### src/core_memory_bus_pkg.sv
/*
 Constants for the core memory bus interface: bus widths, access size codes,
 address map of the memory ports.
 Assumes a single 20 MHz clock domain shared with the core.
*/
package core_memory_bus_pkg;
   localparam int PROG_ADDR_W = 21;
   localparam int PROG_DATA_W = 16;
   localparam int DATA_ADDR_W = 24;
   localparam int CORE_DATA_W = 32;
   localparam int SEC_DATA_W = 16;
   localparam int RAM_WIDE_W = 32;
   localparam int PORT_NARROW_W = 16;
   // Access size codes on the primary bus.
   localparam logic [1:0] SIZE_BYTE = 2'h0;
   localparam logic [1:0] SIZE_WORD = 2'h1;
   localparam logic [1:0] SIZE_LONG = 2'h2;
   // Address map (word addresses) of the primary data space.
   localparam logic [23:0] RAM_BASE = 24'h00_0000;
   localparam logic [23:0] RAM_LIMIT = 24'h00_0800;
   localparam logic [23:0] IO_BASE = 24'h00_F000;
   localparam logic [23:0] IO_LIMIT = 24'h01_0000;
   localparam logic [20:0] FLASH_LIMIT = 21'h00_2000;
   localparam logic [31:0] READ_IDLE = 32'h0000_0000;
   // Target selector codes.
   typedef enum logic [1:0] {
      TGT_NONE = 2'b00,
      TGT_RAM = 2'b01,
      TGT_IO = 2'b10,
      TGT_FLASH = 2'b11
   } target_t;
endpackage : core_memory_bus_pkg

### src/core_memory_bus_interface.sv
/*
 Routes the core's program, primary data and secondary data buses onto the
 on-chip memory ports: program flash, data RAM (wide primary port plus a narrow
 second port) and the memory-mapped peripheral window.
 Assumes memories answer reads combinationally in the cycle after the address
 is registered, and that the core samples read data two cycles after a request.
*/
// Functional notes
// - Program port takes a 21-bit word address and returns 16-bit read data.
// - Program writes use only the low 16 bits of the write bus.
// - Primary address is 24 bits, addressing byte, word and long data.
// - Peripheral registers are reached over the primary address and data buses.
// - Primary read data returns on the 32-bit read bus selected by primary address.
// - Secondary address is 24 bits and addresses whole words only.
// - Secondary read data returns on 16 bits, same cycle as primary data unless both hit the peripheral window.
// - Byte accesses force the most significant address bit to zero.
// - Data RAM primary port is 32 bits wide; other data ports are 16.
// - Flash control goes over the peripheral bus; flash data moves directly.
`timescale 1ns/100ps
module core_memory_bus_interface
   import core_memory_bus_pkg::*;
(
   input wire logic ref_clk,
   input wire logic rst,
   // Program memory interface from the core.
   input wire logic prog_req,
   input wire logic prog_we,
   input wire logic [PROG_ADDR_W-1:0] prog_addr,
   output logic [PROG_DATA_W-1:0] prog_rdata,
   // Primary data interface from the core.
   input wire logic pri_req,
   input wire logic pri_we,
   input wire logic [1:0] pri_size,
   input wire logic [DATA_ADDR_W-1:0] primary_data_address,
   input wire logic [CORE_DATA_W-1:0] core_wdata,
   output logic [CORE_DATA_W-1:0] core_rdata,
   // Secondary data interface from the core.
   input wire logic sec_req,
   input wire logic [DATA_ADDR_W-1:0] secondary_data_address,
   output logic [SEC_DATA_W-1:0] secondary_read_data,
   output logic core_stall,
   // Flash array data port.
   output logic flash_en,
   output logic flash_we,
   output logic [PROG_ADDR_W-1:0] flash_addr,
   output logic [PROG_DATA_W-1:0] flash_wdata,
   input wire logic [PROG_DATA_W-1:0] flash_rdata,
   // Data RAM wide primary port.
   output logic ram_a_en,
   output logic ram_a_we,
   output logic [1:0] ram_a_size,
   output logic [DATA_ADDR_W-1:0] ram_a_addr,
   output logic [RAM_WIDE_W-1:0] ram_a_wdata,
   input wire logic [RAM_WIDE_W-1:0] ram_a_rdata,
   // Data RAM narrow second port, read only.
   output logic ram_b_en,
   output logic [DATA_ADDR_W-1:0] ram_b_addr,
   input wire logic [PORT_NARROW_W-1:0] ram_b_rdata,
   // Peripheral bus, which also carries flash_interface_unit control registers.
   output logic io_en,
   output logic io_we,
   output logic [DATA_ADDR_W-1:0] io_addr,
   output logic [PORT_NARROW_W-1:0] io_wdata,
   input wire logic [PORT_NARROW_W-1:0] io_rdata
);

   // Decodes a data address into the port that owns it.
   function automatic target_t decode_data(input logic [DATA_ADDR_W-1:0] addr);
      if (addr >= RAM_BASE && addr < RAM_LIMIT) begin
         decode_data = TGT_RAM;
      end else if (addr >= IO_BASE && addr < IO_LIMIT) begin
         decode_data = TGT_IO;
      end else begin
         decode_data = TGT_NONE;
      end
   endfunction : decode_data

   // Byte accesses may only reach the lower half of the space.
   function automatic logic [DATA_ADDR_W-1:0] limit_addr(input logic [DATA_ADDR_W-1:0] addr,
                                                         input logic [1:0] size);
      limit_addr = addr;
      if (size == SIZE_BYTE) begin
         limit_addr[DATA_ADDR_W-1] = 1'b0;
      end
   endfunction : limit_addr

   logic [DATA_ADDR_W-1:0] pri_addr_eff;
   target_t pri_tgt;
   target_t sec_tgt;
   logic sec_conflict;

   // Effective primary address and port selection for both data buses.
   always_comb begin
      pri_addr_eff = limit_addr(primary_data_address, pri_size);
      pri_tgt = pri_req ? decode_data(pri_addr_eff) : TGT_NONE;
      sec_tgt = sec_req ? decode_data(secondary_data_address) : TGT_NONE;
      // The wide RAM port and the narrow RAM port are independent, so only a
      // peripheral collision forces the secondary read to wait a cycle.
      sec_conflict = (sec_tgt == TGT_IO) && (pri_tgt == TGT_IO);
   end

   // Memory port strobes, all registered so every output comes from a flop.
   logic flash_en_reg, flash_en_next;
   logic flash_we_reg, flash_we_next;
   logic [PROG_ADDR_W-1:0] flash_addr_reg, flash_addr_next;
   logic [PROG_DATA_W-1:0] flash_wdata_reg, flash_wdata_next;
   logic ram_a_en_reg, ram_a_en_next;
   logic ram_a_we_reg, ram_a_we_next;
   logic [1:0] ram_a_size_reg, ram_a_size_next;
   logic [DATA_ADDR_W-1:0] ram_a_addr_reg, ram_a_addr_next;
   logic [RAM_WIDE_W-1:0] ram_a_wdata_reg, ram_a_wdata_next;
   logic ram_b_en_reg, ram_b_en_next;
   logic [DATA_ADDR_W-1:0] ram_b_addr_reg, ram_b_addr_next;
   logic io_en_reg, io_en_next;
   logic io_we_reg, io_we_next;
   logic [DATA_ADDR_W-1:0] io_addr_reg, io_addr_next;
   logic [PORT_NARROW_W-1:0] io_wdata_reg, io_wdata_next;
   logic sec_pend_reg, sec_pend_next;
   logic [DATA_ADDR_W-1:0] sec_hold_reg, sec_hold_next;
   logic core_stall_reg, core_stall_next;

   // Request phase: steer each bus onto its memory port.
   always_comb begin
      flash_en_next = prog_req && (prog_addr < FLASH_LIMIT);
      flash_we_next = prog_req && prog_we && (prog_addr < FLASH_LIMIT);
      flash_addr_next = prog_addr;
      flash_wdata_next = core_wdata[PROG_DATA_W-1:0];
      ram_a_en_next = (pri_tgt == TGT_RAM);
      ram_a_we_next = (pri_tgt == TGT_RAM) && pri_we;
      ram_a_size_next = pri_size;
      ram_a_addr_next = pri_addr_eff;
      ram_a_wdata_next = core_wdata;
      ram_b_en_next = 1'b0;
      ram_b_addr_next = secondary_data_address;
      io_en_next = (pri_tgt == TGT_IO);
      io_we_next = (pri_tgt == TGT_IO) && pri_we;
      io_addr_next = pri_addr_eff;
      io_wdata_next = core_wdata[PORT_NARROW_W-1:0];
      sec_pend_next = 1'b0;
      sec_hold_next = sec_hold_reg;
      if (sec_pend_reg) begin
         // Deferred secondary peripheral read replays now the port is free.
         io_en_next = 1'b1;
         io_we_next = 1'b0;
         io_addr_next = sec_hold_reg;
      end else if (sec_tgt == TGT_RAM) begin
         ram_b_en_next = 1'b1;
      end else if (sec_conflict) begin
         sec_pend_next = 1'b1;
         sec_hold_next = secondary_data_address;
      end else if (sec_tgt == TGT_IO) begin
         io_en_next = 1'b1;
         io_we_next = 1'b0;
         io_addr_next = secondary_data_address;
      end
      core_stall_next = sec_conflict && !sec_pend_reg;
   end

   // Registers for the request phase.
   always_ff @(posedge ref_clk) begin
      if (rst) begin
         flash_en_reg <= 1'b0;
         flash_we_reg <= 1'b0;
         flash_addr_reg <= '0;
         flash_wdata_reg <= '0;
         ram_a_en_reg <= 1'b0;
         ram_a_we_reg <= 1'b0;
         ram_a_size_reg <= SIZE_WORD;
         ram_a_addr_reg <= '0;
         ram_a_wdata_reg <= '0;
         ram_b_en_reg <= 1'b0;
         ram_b_addr_reg <= '0;
         io_en_reg <= 1'b0;
         io_we_reg <= 1'b0;
         io_addr_reg <= '0;
         io_wdata_reg <= '0;
         sec_pend_reg <= 1'b0;
         sec_hold_reg <= '0;
         core_stall_reg <= 1'b0;
      end else begin
         flash_en_reg <= flash_en_next;
         flash_we_reg <= flash_we_next;
         flash_addr_reg <= flash_addr_next;
         flash_wdata_reg <= flash_wdata_next;
         ram_a_en_reg <= ram_a_en_next;
         ram_a_we_reg <= ram_a_we_next;
         ram_a_size_reg <= ram_a_size_next;
         ram_a_addr_reg <= ram_a_addr_next;
         ram_a_wdata_reg <= ram_a_wdata_next;
         ram_b_en_reg <= ram_b_en_next;
         ram_b_addr_reg <= ram_b_addr_next;
         io_en_reg <= io_en_next;
         io_we_reg <= io_we_next;
         io_addr_reg <= io_addr_next;
         io_wdata_reg <= io_wdata_next;
         sec_pend_reg <= sec_pend_next;
         sec_hold_reg <= sec_hold_next;
         core_stall_reg <= core_stall_next;
      end
   end

   // Remembers who owns each returning word so the answer is steered back.
   target_t pri_tgt_reg, pri_tgt_next;
   target_t sec_tgt_reg, sec_tgt_next;
   logic prog_rd_reg, prog_rd_next;
   logic [PROG_DATA_W-1:0] prog_rdata_reg, prog_rdata_next;
   logic [CORE_DATA_W-1:0] core_rdata_reg, core_rdata_next;
   logic [SEC_DATA_W-1:0] sec_rdata_reg, sec_rdata_next;

   // Owner tracking for the response phase.
   always_comb begin
      prog_rd_next = flash_en_next && !flash_we_next;
      pri_tgt_next = pri_we ? TGT_NONE : pri_tgt;
      if (sec_pend_reg) begin
         sec_tgt_next = TGT_IO;
      end else if (sec_conflict) begin
         sec_tgt_next = TGT_NONE;
      end else begin
         sec_tgt_next = sec_tgt;
      end
   end

   // Response phase: both data answers are published in the same cycle, unless a peripheral collision defers the secondary.
   always_comb begin
      prog_rdata_next = prog_rdata_reg;
      if (prog_rd_reg) begin
         prog_rdata_next = flash_rdata;
      end
      core_rdata_next = READ_IDLE;
      if (pri_tgt_reg == TGT_RAM) begin
         core_rdata_next = ram_a_rdata;
      end else if (pri_tgt_reg == TGT_IO) begin
         core_rdata_next = {{(CORE_DATA_W-PORT_NARROW_W){1'b0}}, io_rdata};
      end
      sec_rdata_next = '0;
      if (sec_tgt_reg == TGT_RAM) begin
         sec_rdata_next = ram_b_rdata;
      end else if (sec_tgt_reg == TGT_IO) begin
         sec_rdata_next = io_rdata;
      end
   end

   // Registers for the response phase.
   always_ff @(posedge ref_clk) begin
      if (rst) begin
         pri_tgt_reg <= TGT_NONE;
         sec_tgt_reg <= TGT_NONE;
         prog_rd_reg <= 1'b0;
         prog_rdata_reg <= '0;
         core_rdata_reg <= READ_IDLE;
         sec_rdata_reg <= '0;
      end else begin
         pri_tgt_reg <= pri_tgt_next;
         sec_tgt_reg <= sec_tgt_next;
         prog_rd_reg <= prog_rd_next;
         prog_rdata_reg <= prog_rdata_next;
         core_rdata_reg <= core_rdata_next;
         sec_rdata_reg <= sec_rdata_next;
      end
   end

   assign flash_en = flash_en_reg;
   assign flash_we = flash_we_reg;
   assign flash_addr = flash_addr_reg;
   assign flash_wdata = flash_wdata_reg;
   assign ram_a_en = ram_a_en_reg;
   assign ram_a_we = ram_a_we_reg;
   assign ram_a_size = ram_a_size_reg;
   assign ram_a_addr = ram_a_addr_reg;
   assign ram_a_wdata = ram_a_wdata_reg;
   assign ram_b_en = ram_b_en_reg;
   assign ram_b_addr = ram_b_addr_reg;
   assign io_en = io_en_reg;
   assign io_we = io_we_reg;
   assign io_addr = io_addr_reg;
   assign io_wdata = io_wdata_reg;
   assign core_stall = core_stall_reg;
   assign prog_rdata = prog_rdata_reg;
   assign core_rdata = core_rdata_reg;
   assign secondary_read_data = sec_rdata_reg;
endmodule : core_memory_bus_interface

### config.mk
export PLATFORM = sky130hd
export DESIGN_NAME = core_memory_bus_interface
export DESIGN_NICKNAME = d
export VERILOG_FILES = /design/src/core_memory_bus_pkg.sv /design/src/core_memory_bus_interface.sv
export SDC_FILE = /design/constraint.sdc
export NUM_CORES = 1
export LEC_CHECK = 0
export ABC_AREA = 0
export ABC_CLOCK_PERIOD_IN_PS = 2500
export BUFFER_PORTS_ARGS = -buffer_cell sky130_fd_sc_hd__buf_2
export CAP_MARGIN = 40
export CORE_AREA = 4 4 161 163
export DETAILED_ROUTE_END_ITERATION = 8
export DIE_AREA = 0 0 165 167
export SLEW_MARGIN = 20
export SYNTH_ARGS = -nofsm -noshare
export SYNTH_HDL_FRONTEND = slang
export SYNTH_SLANG_ARGS = --single-unit
### constraint.sdc
create_clock -name ref_clk -period 2.5 [get_ports ref_clk]
set_clock_uncertainty 0.05 [all_clocks]
set_input_delay 0.5 -clock ref_clk [delete_from_list [all_inputs] [get_ports ref_clk]]
set_output_delay 0.5 -clock ref_clk [all_outputs]
set_load 0.01 [all_outputs]
==> run summary <==
==================================================================================
Run status                                                               completed
Max Cap Viol                                                                     0
Minimum clock period after layout                                          1.81 ns
Synth Net Count                                                                869
First-pass DRT Iterations                                                        4
Ys flop type                                                          sky130_fd_sc_hd__dfxtp_1
# IOs                                                                          421
Cell count of the worst reg-to-reg path                                          4
Async set or reset register ratio after synthesis                                0
Pin count of the biggest net entering global routing                            64
Via count of the first global-routing pass                                   6,252
Floorplan die area                                                     0.0276 mm^2
Worst-path cell chain                                                 buf_2 -> nor4_2 -> nand3_1 -> or3_1 -> buf_12 -> mux2_4
Fin nets                                                                     1,262
Placer Congestion                                                            0.816
Endpoint of the lowest-slack register-to-register path                sec_hold_reg[6]
Unrepaired setup endpoints after global routing                                 no
DR WL/cell                                                                 17.6 um
Height of the die                                                           167 um
Starting utilization of the core area                                        0.305
Arrival time reported for the critical path endpoint                       2.15 ns
Via count                                                                    6,179
Routed via count divided by cell count                                        4.37
Final hold violation count                                                       0
DP HPWL                                                                  19,200 um
Ys Warns                                                                         0
Clock latency on the worst-skew pair                                       0.51 ns
Maximum cell stage delay along the critical path                           0.46 ns
Number of register bits inferred by synthesis                                  229
Antenna violation net count after detailed routing                               0
End-of-flow core utilization                                                 0.437
Root Buffer                                                           sky130_fd_sc_hd__clkbuf_16
CTS clk-pin slew, worst paths                                              0.06 ns
Critical Path End Type                                                    register
Leakage power                                                           0.00517 uW
Achievable frequency                                                       553 MHz
Critical Path Source Type                                             primary input
Wire length of the first global-routing pass                             36,700 um
Number of cells upsized or downsized after cts                                   0
Num Clock Sinks                                                                229
Worst-path maximum fanout                                                       16
Path type of the worst min-delay path                                 primary input to register
Dominant delay contributor by cell family on the critical path        simple AND/OR/NAND/NOR gates
Number of fillers in the final layout                                        2,382
Slack of the worst reg-to-reg path                                         0.88 ns
Total global routing track utilization                                       0.171
Setup CP Type                                                         primary input to register
Transition time at the pin with the least slew margin                     0.781 ns
Last element of the critical path                                     sec_hold_reg[6]
Final routed wirelength across all metal layers                          24,900 um
Setup Fix Bufs, Post-CTS                                                         0
First element of the critical path                                    secondary_data_address[18]
Core region area                                                       0.0243 mm^2
Total global routing overflow                                                    0
PD cells                                                               796 mW/mm^2
Cell Rows                                                                       57
Number of buffer and inverter stages on the critical path                        2
Port Buffer Count                                                              420
Required time reported for the critical path endpoint                      2.85 ns
Number of endpoints failing setup at the final stage                             0
Synthesized area                                                      0.00742 mm^2
Worst reg2reg path startpoint                                         sec_pend_reg
Sequential fraction of the synthesis area                                    0.618
Total Negative Setup Slacks                                                   0 ns
Period utilization                                                           0.723
CTS max path bufs                                                                3
Initial antenna violation count                                                  2
Worst ir drop on vdd                                                      0.499 mV
Post-synth EDFFs                                                                 0
DIE WIDTH                                                                   165 um
Synth-to-Final Area Change                                                   43.4%
H-tree depth reported by CTS                                                     1
TritonCTS clock tree                                                         built
Mean Syn Cell Area                                                       10.9 um^2
Share of final-layout standard cells stronger than drive strength 1          0.464
Residual DRC                                                                     0
Drt initial violations                                                         273
Max Transition Viols Final                                                       0
Path length in cells of the critical path                                        6
Hold_buf cts                                                                     0
CP max-delay cell                                                     sky130_fd_sc_hd__nor4_2
Commonest cells after routing, fill and taps aside                    sky130_fd_sc_hd__buf_2, sky130_fd_sc_hd__dfxtp_1, sky130_fd_sc_hd__nor2b_1, sky130_fd_sc_hd__nor2_1, sky130_fd_sc_hd__nand2_1
Number of buffers created by CTS                                                25
Cell count after synthesis                                                     679
Most common library cell in the layout ignoring fill and taps         sky130_fd_sc_hd__buf_2
Number of different library cells in the post-synthesis netlist                 42
Relative slew margins                                                        0.478
==================================================================================
-- final cells by class --
cell class,count,area [um^2],share of cell area
antenna,1,2.50,0.000235
clock buffer,33,726,0.0682
clock inverter,12,210,0.0198
inverter,10,37.5,0.00353
multi-input combinational,364,2380,0.224
sequential,229,4580,0.431
tap,324,405,0.0381
timing repair buffer,442,2290,0.215
-- per-layer routing --
| metal | share of wire | up-vias | track usage |
|---|---|---|---|
| li1 | - | 3018 | - |
| met2 | 0.51 | 252 | 0.314 |
| met5 | 0.00052 | - | 0 |
| met4 | 0.029 | 2 | 0.0485 |
| met3 | 0.079 | 45 | 0.0437 |
| met1 | 0.38 | 2862 | 0.192 |
-- metrics by stage --
step	setup WS (ns)	hold WS [ns]	instances	total power [uW]	instance area, um^2
final	0.693	0.101	1415	8470	10600
after global routing	0.647	0.0895	1415	8790	10600
after CTS	0.681	0.0657	1414	8600	10600
after detailed placement	0.143	0.389	1369	4440	9700
after global placement	0.141	0.392	1369	4440	9700
after floorplan	0.381	0.377	679	4110	7420
-- synthesized netlist by cell type, drive strengths merged, types with 4 or more instances --
cell type / instances / share of area
o211ai: 10 / 0.010
a211o: 5 / 0.0059
a22oi: 16 / 0.016
nor4: 9 / 0.010
and4: 4 / 0.0047
nand2: 28 / 0.014
a22o: 15 / 0.018
mux2i: 16 / 0.022
clkbuf: 34 / 0.017
buf: 42 / 0.040
mux2: 12 / 0.021
nor2: 49 / 0.025
dfxtp: 229 / 0.62
nand4: 13 / 0.012
a221oi: 4 / 0.0047
a21oi: 14 / 0.0094
inv: 10 / 0.0051
nor3: 5 / 0.0034
and2: 18 / 0.015
nor3b: 10 / 0.010
nor2b: 116 / 0.098
-- logic make-up (layout without fill, tap and decap cells) --
group,count (synthesis),count (layout),synth area share
DFF,229,229,0.618
buffers and inverters,86,497,0.0619
and+or+nand+nor,265,265,0.207
other,0,1,0
muxes,28,28,0.0428
AOI/OAI and AO/OA,71,71,0.0705
-- where the power goes --
part | total (uW) | internal [uW] | switching, uW
logic | 565 | 264 | 301
clock network | 4110 | 2650 | 1460
registers | 3790 | 3760 | 33.9
-- worst min path at each step --
stage	start	to	slack, ns	depth (start not counted)
after floorplan	sec_hold_reg[18]	io_addr[18]	0.38	2
after global placement	sec_hold_reg[23]	io_addr[23]	0.39	2
after detailed placement	sec_hold_reg[23]	io_addr[23]	0.39	2
after CTS	prog_we	prog_rd_reg	0.07	2
after global routing	prog_we	prog_rd_reg	0.09	2
final	prog_we	prog_rd_reg	0.10	2
No activity file was read; power rests on OpenSTA's default activity.
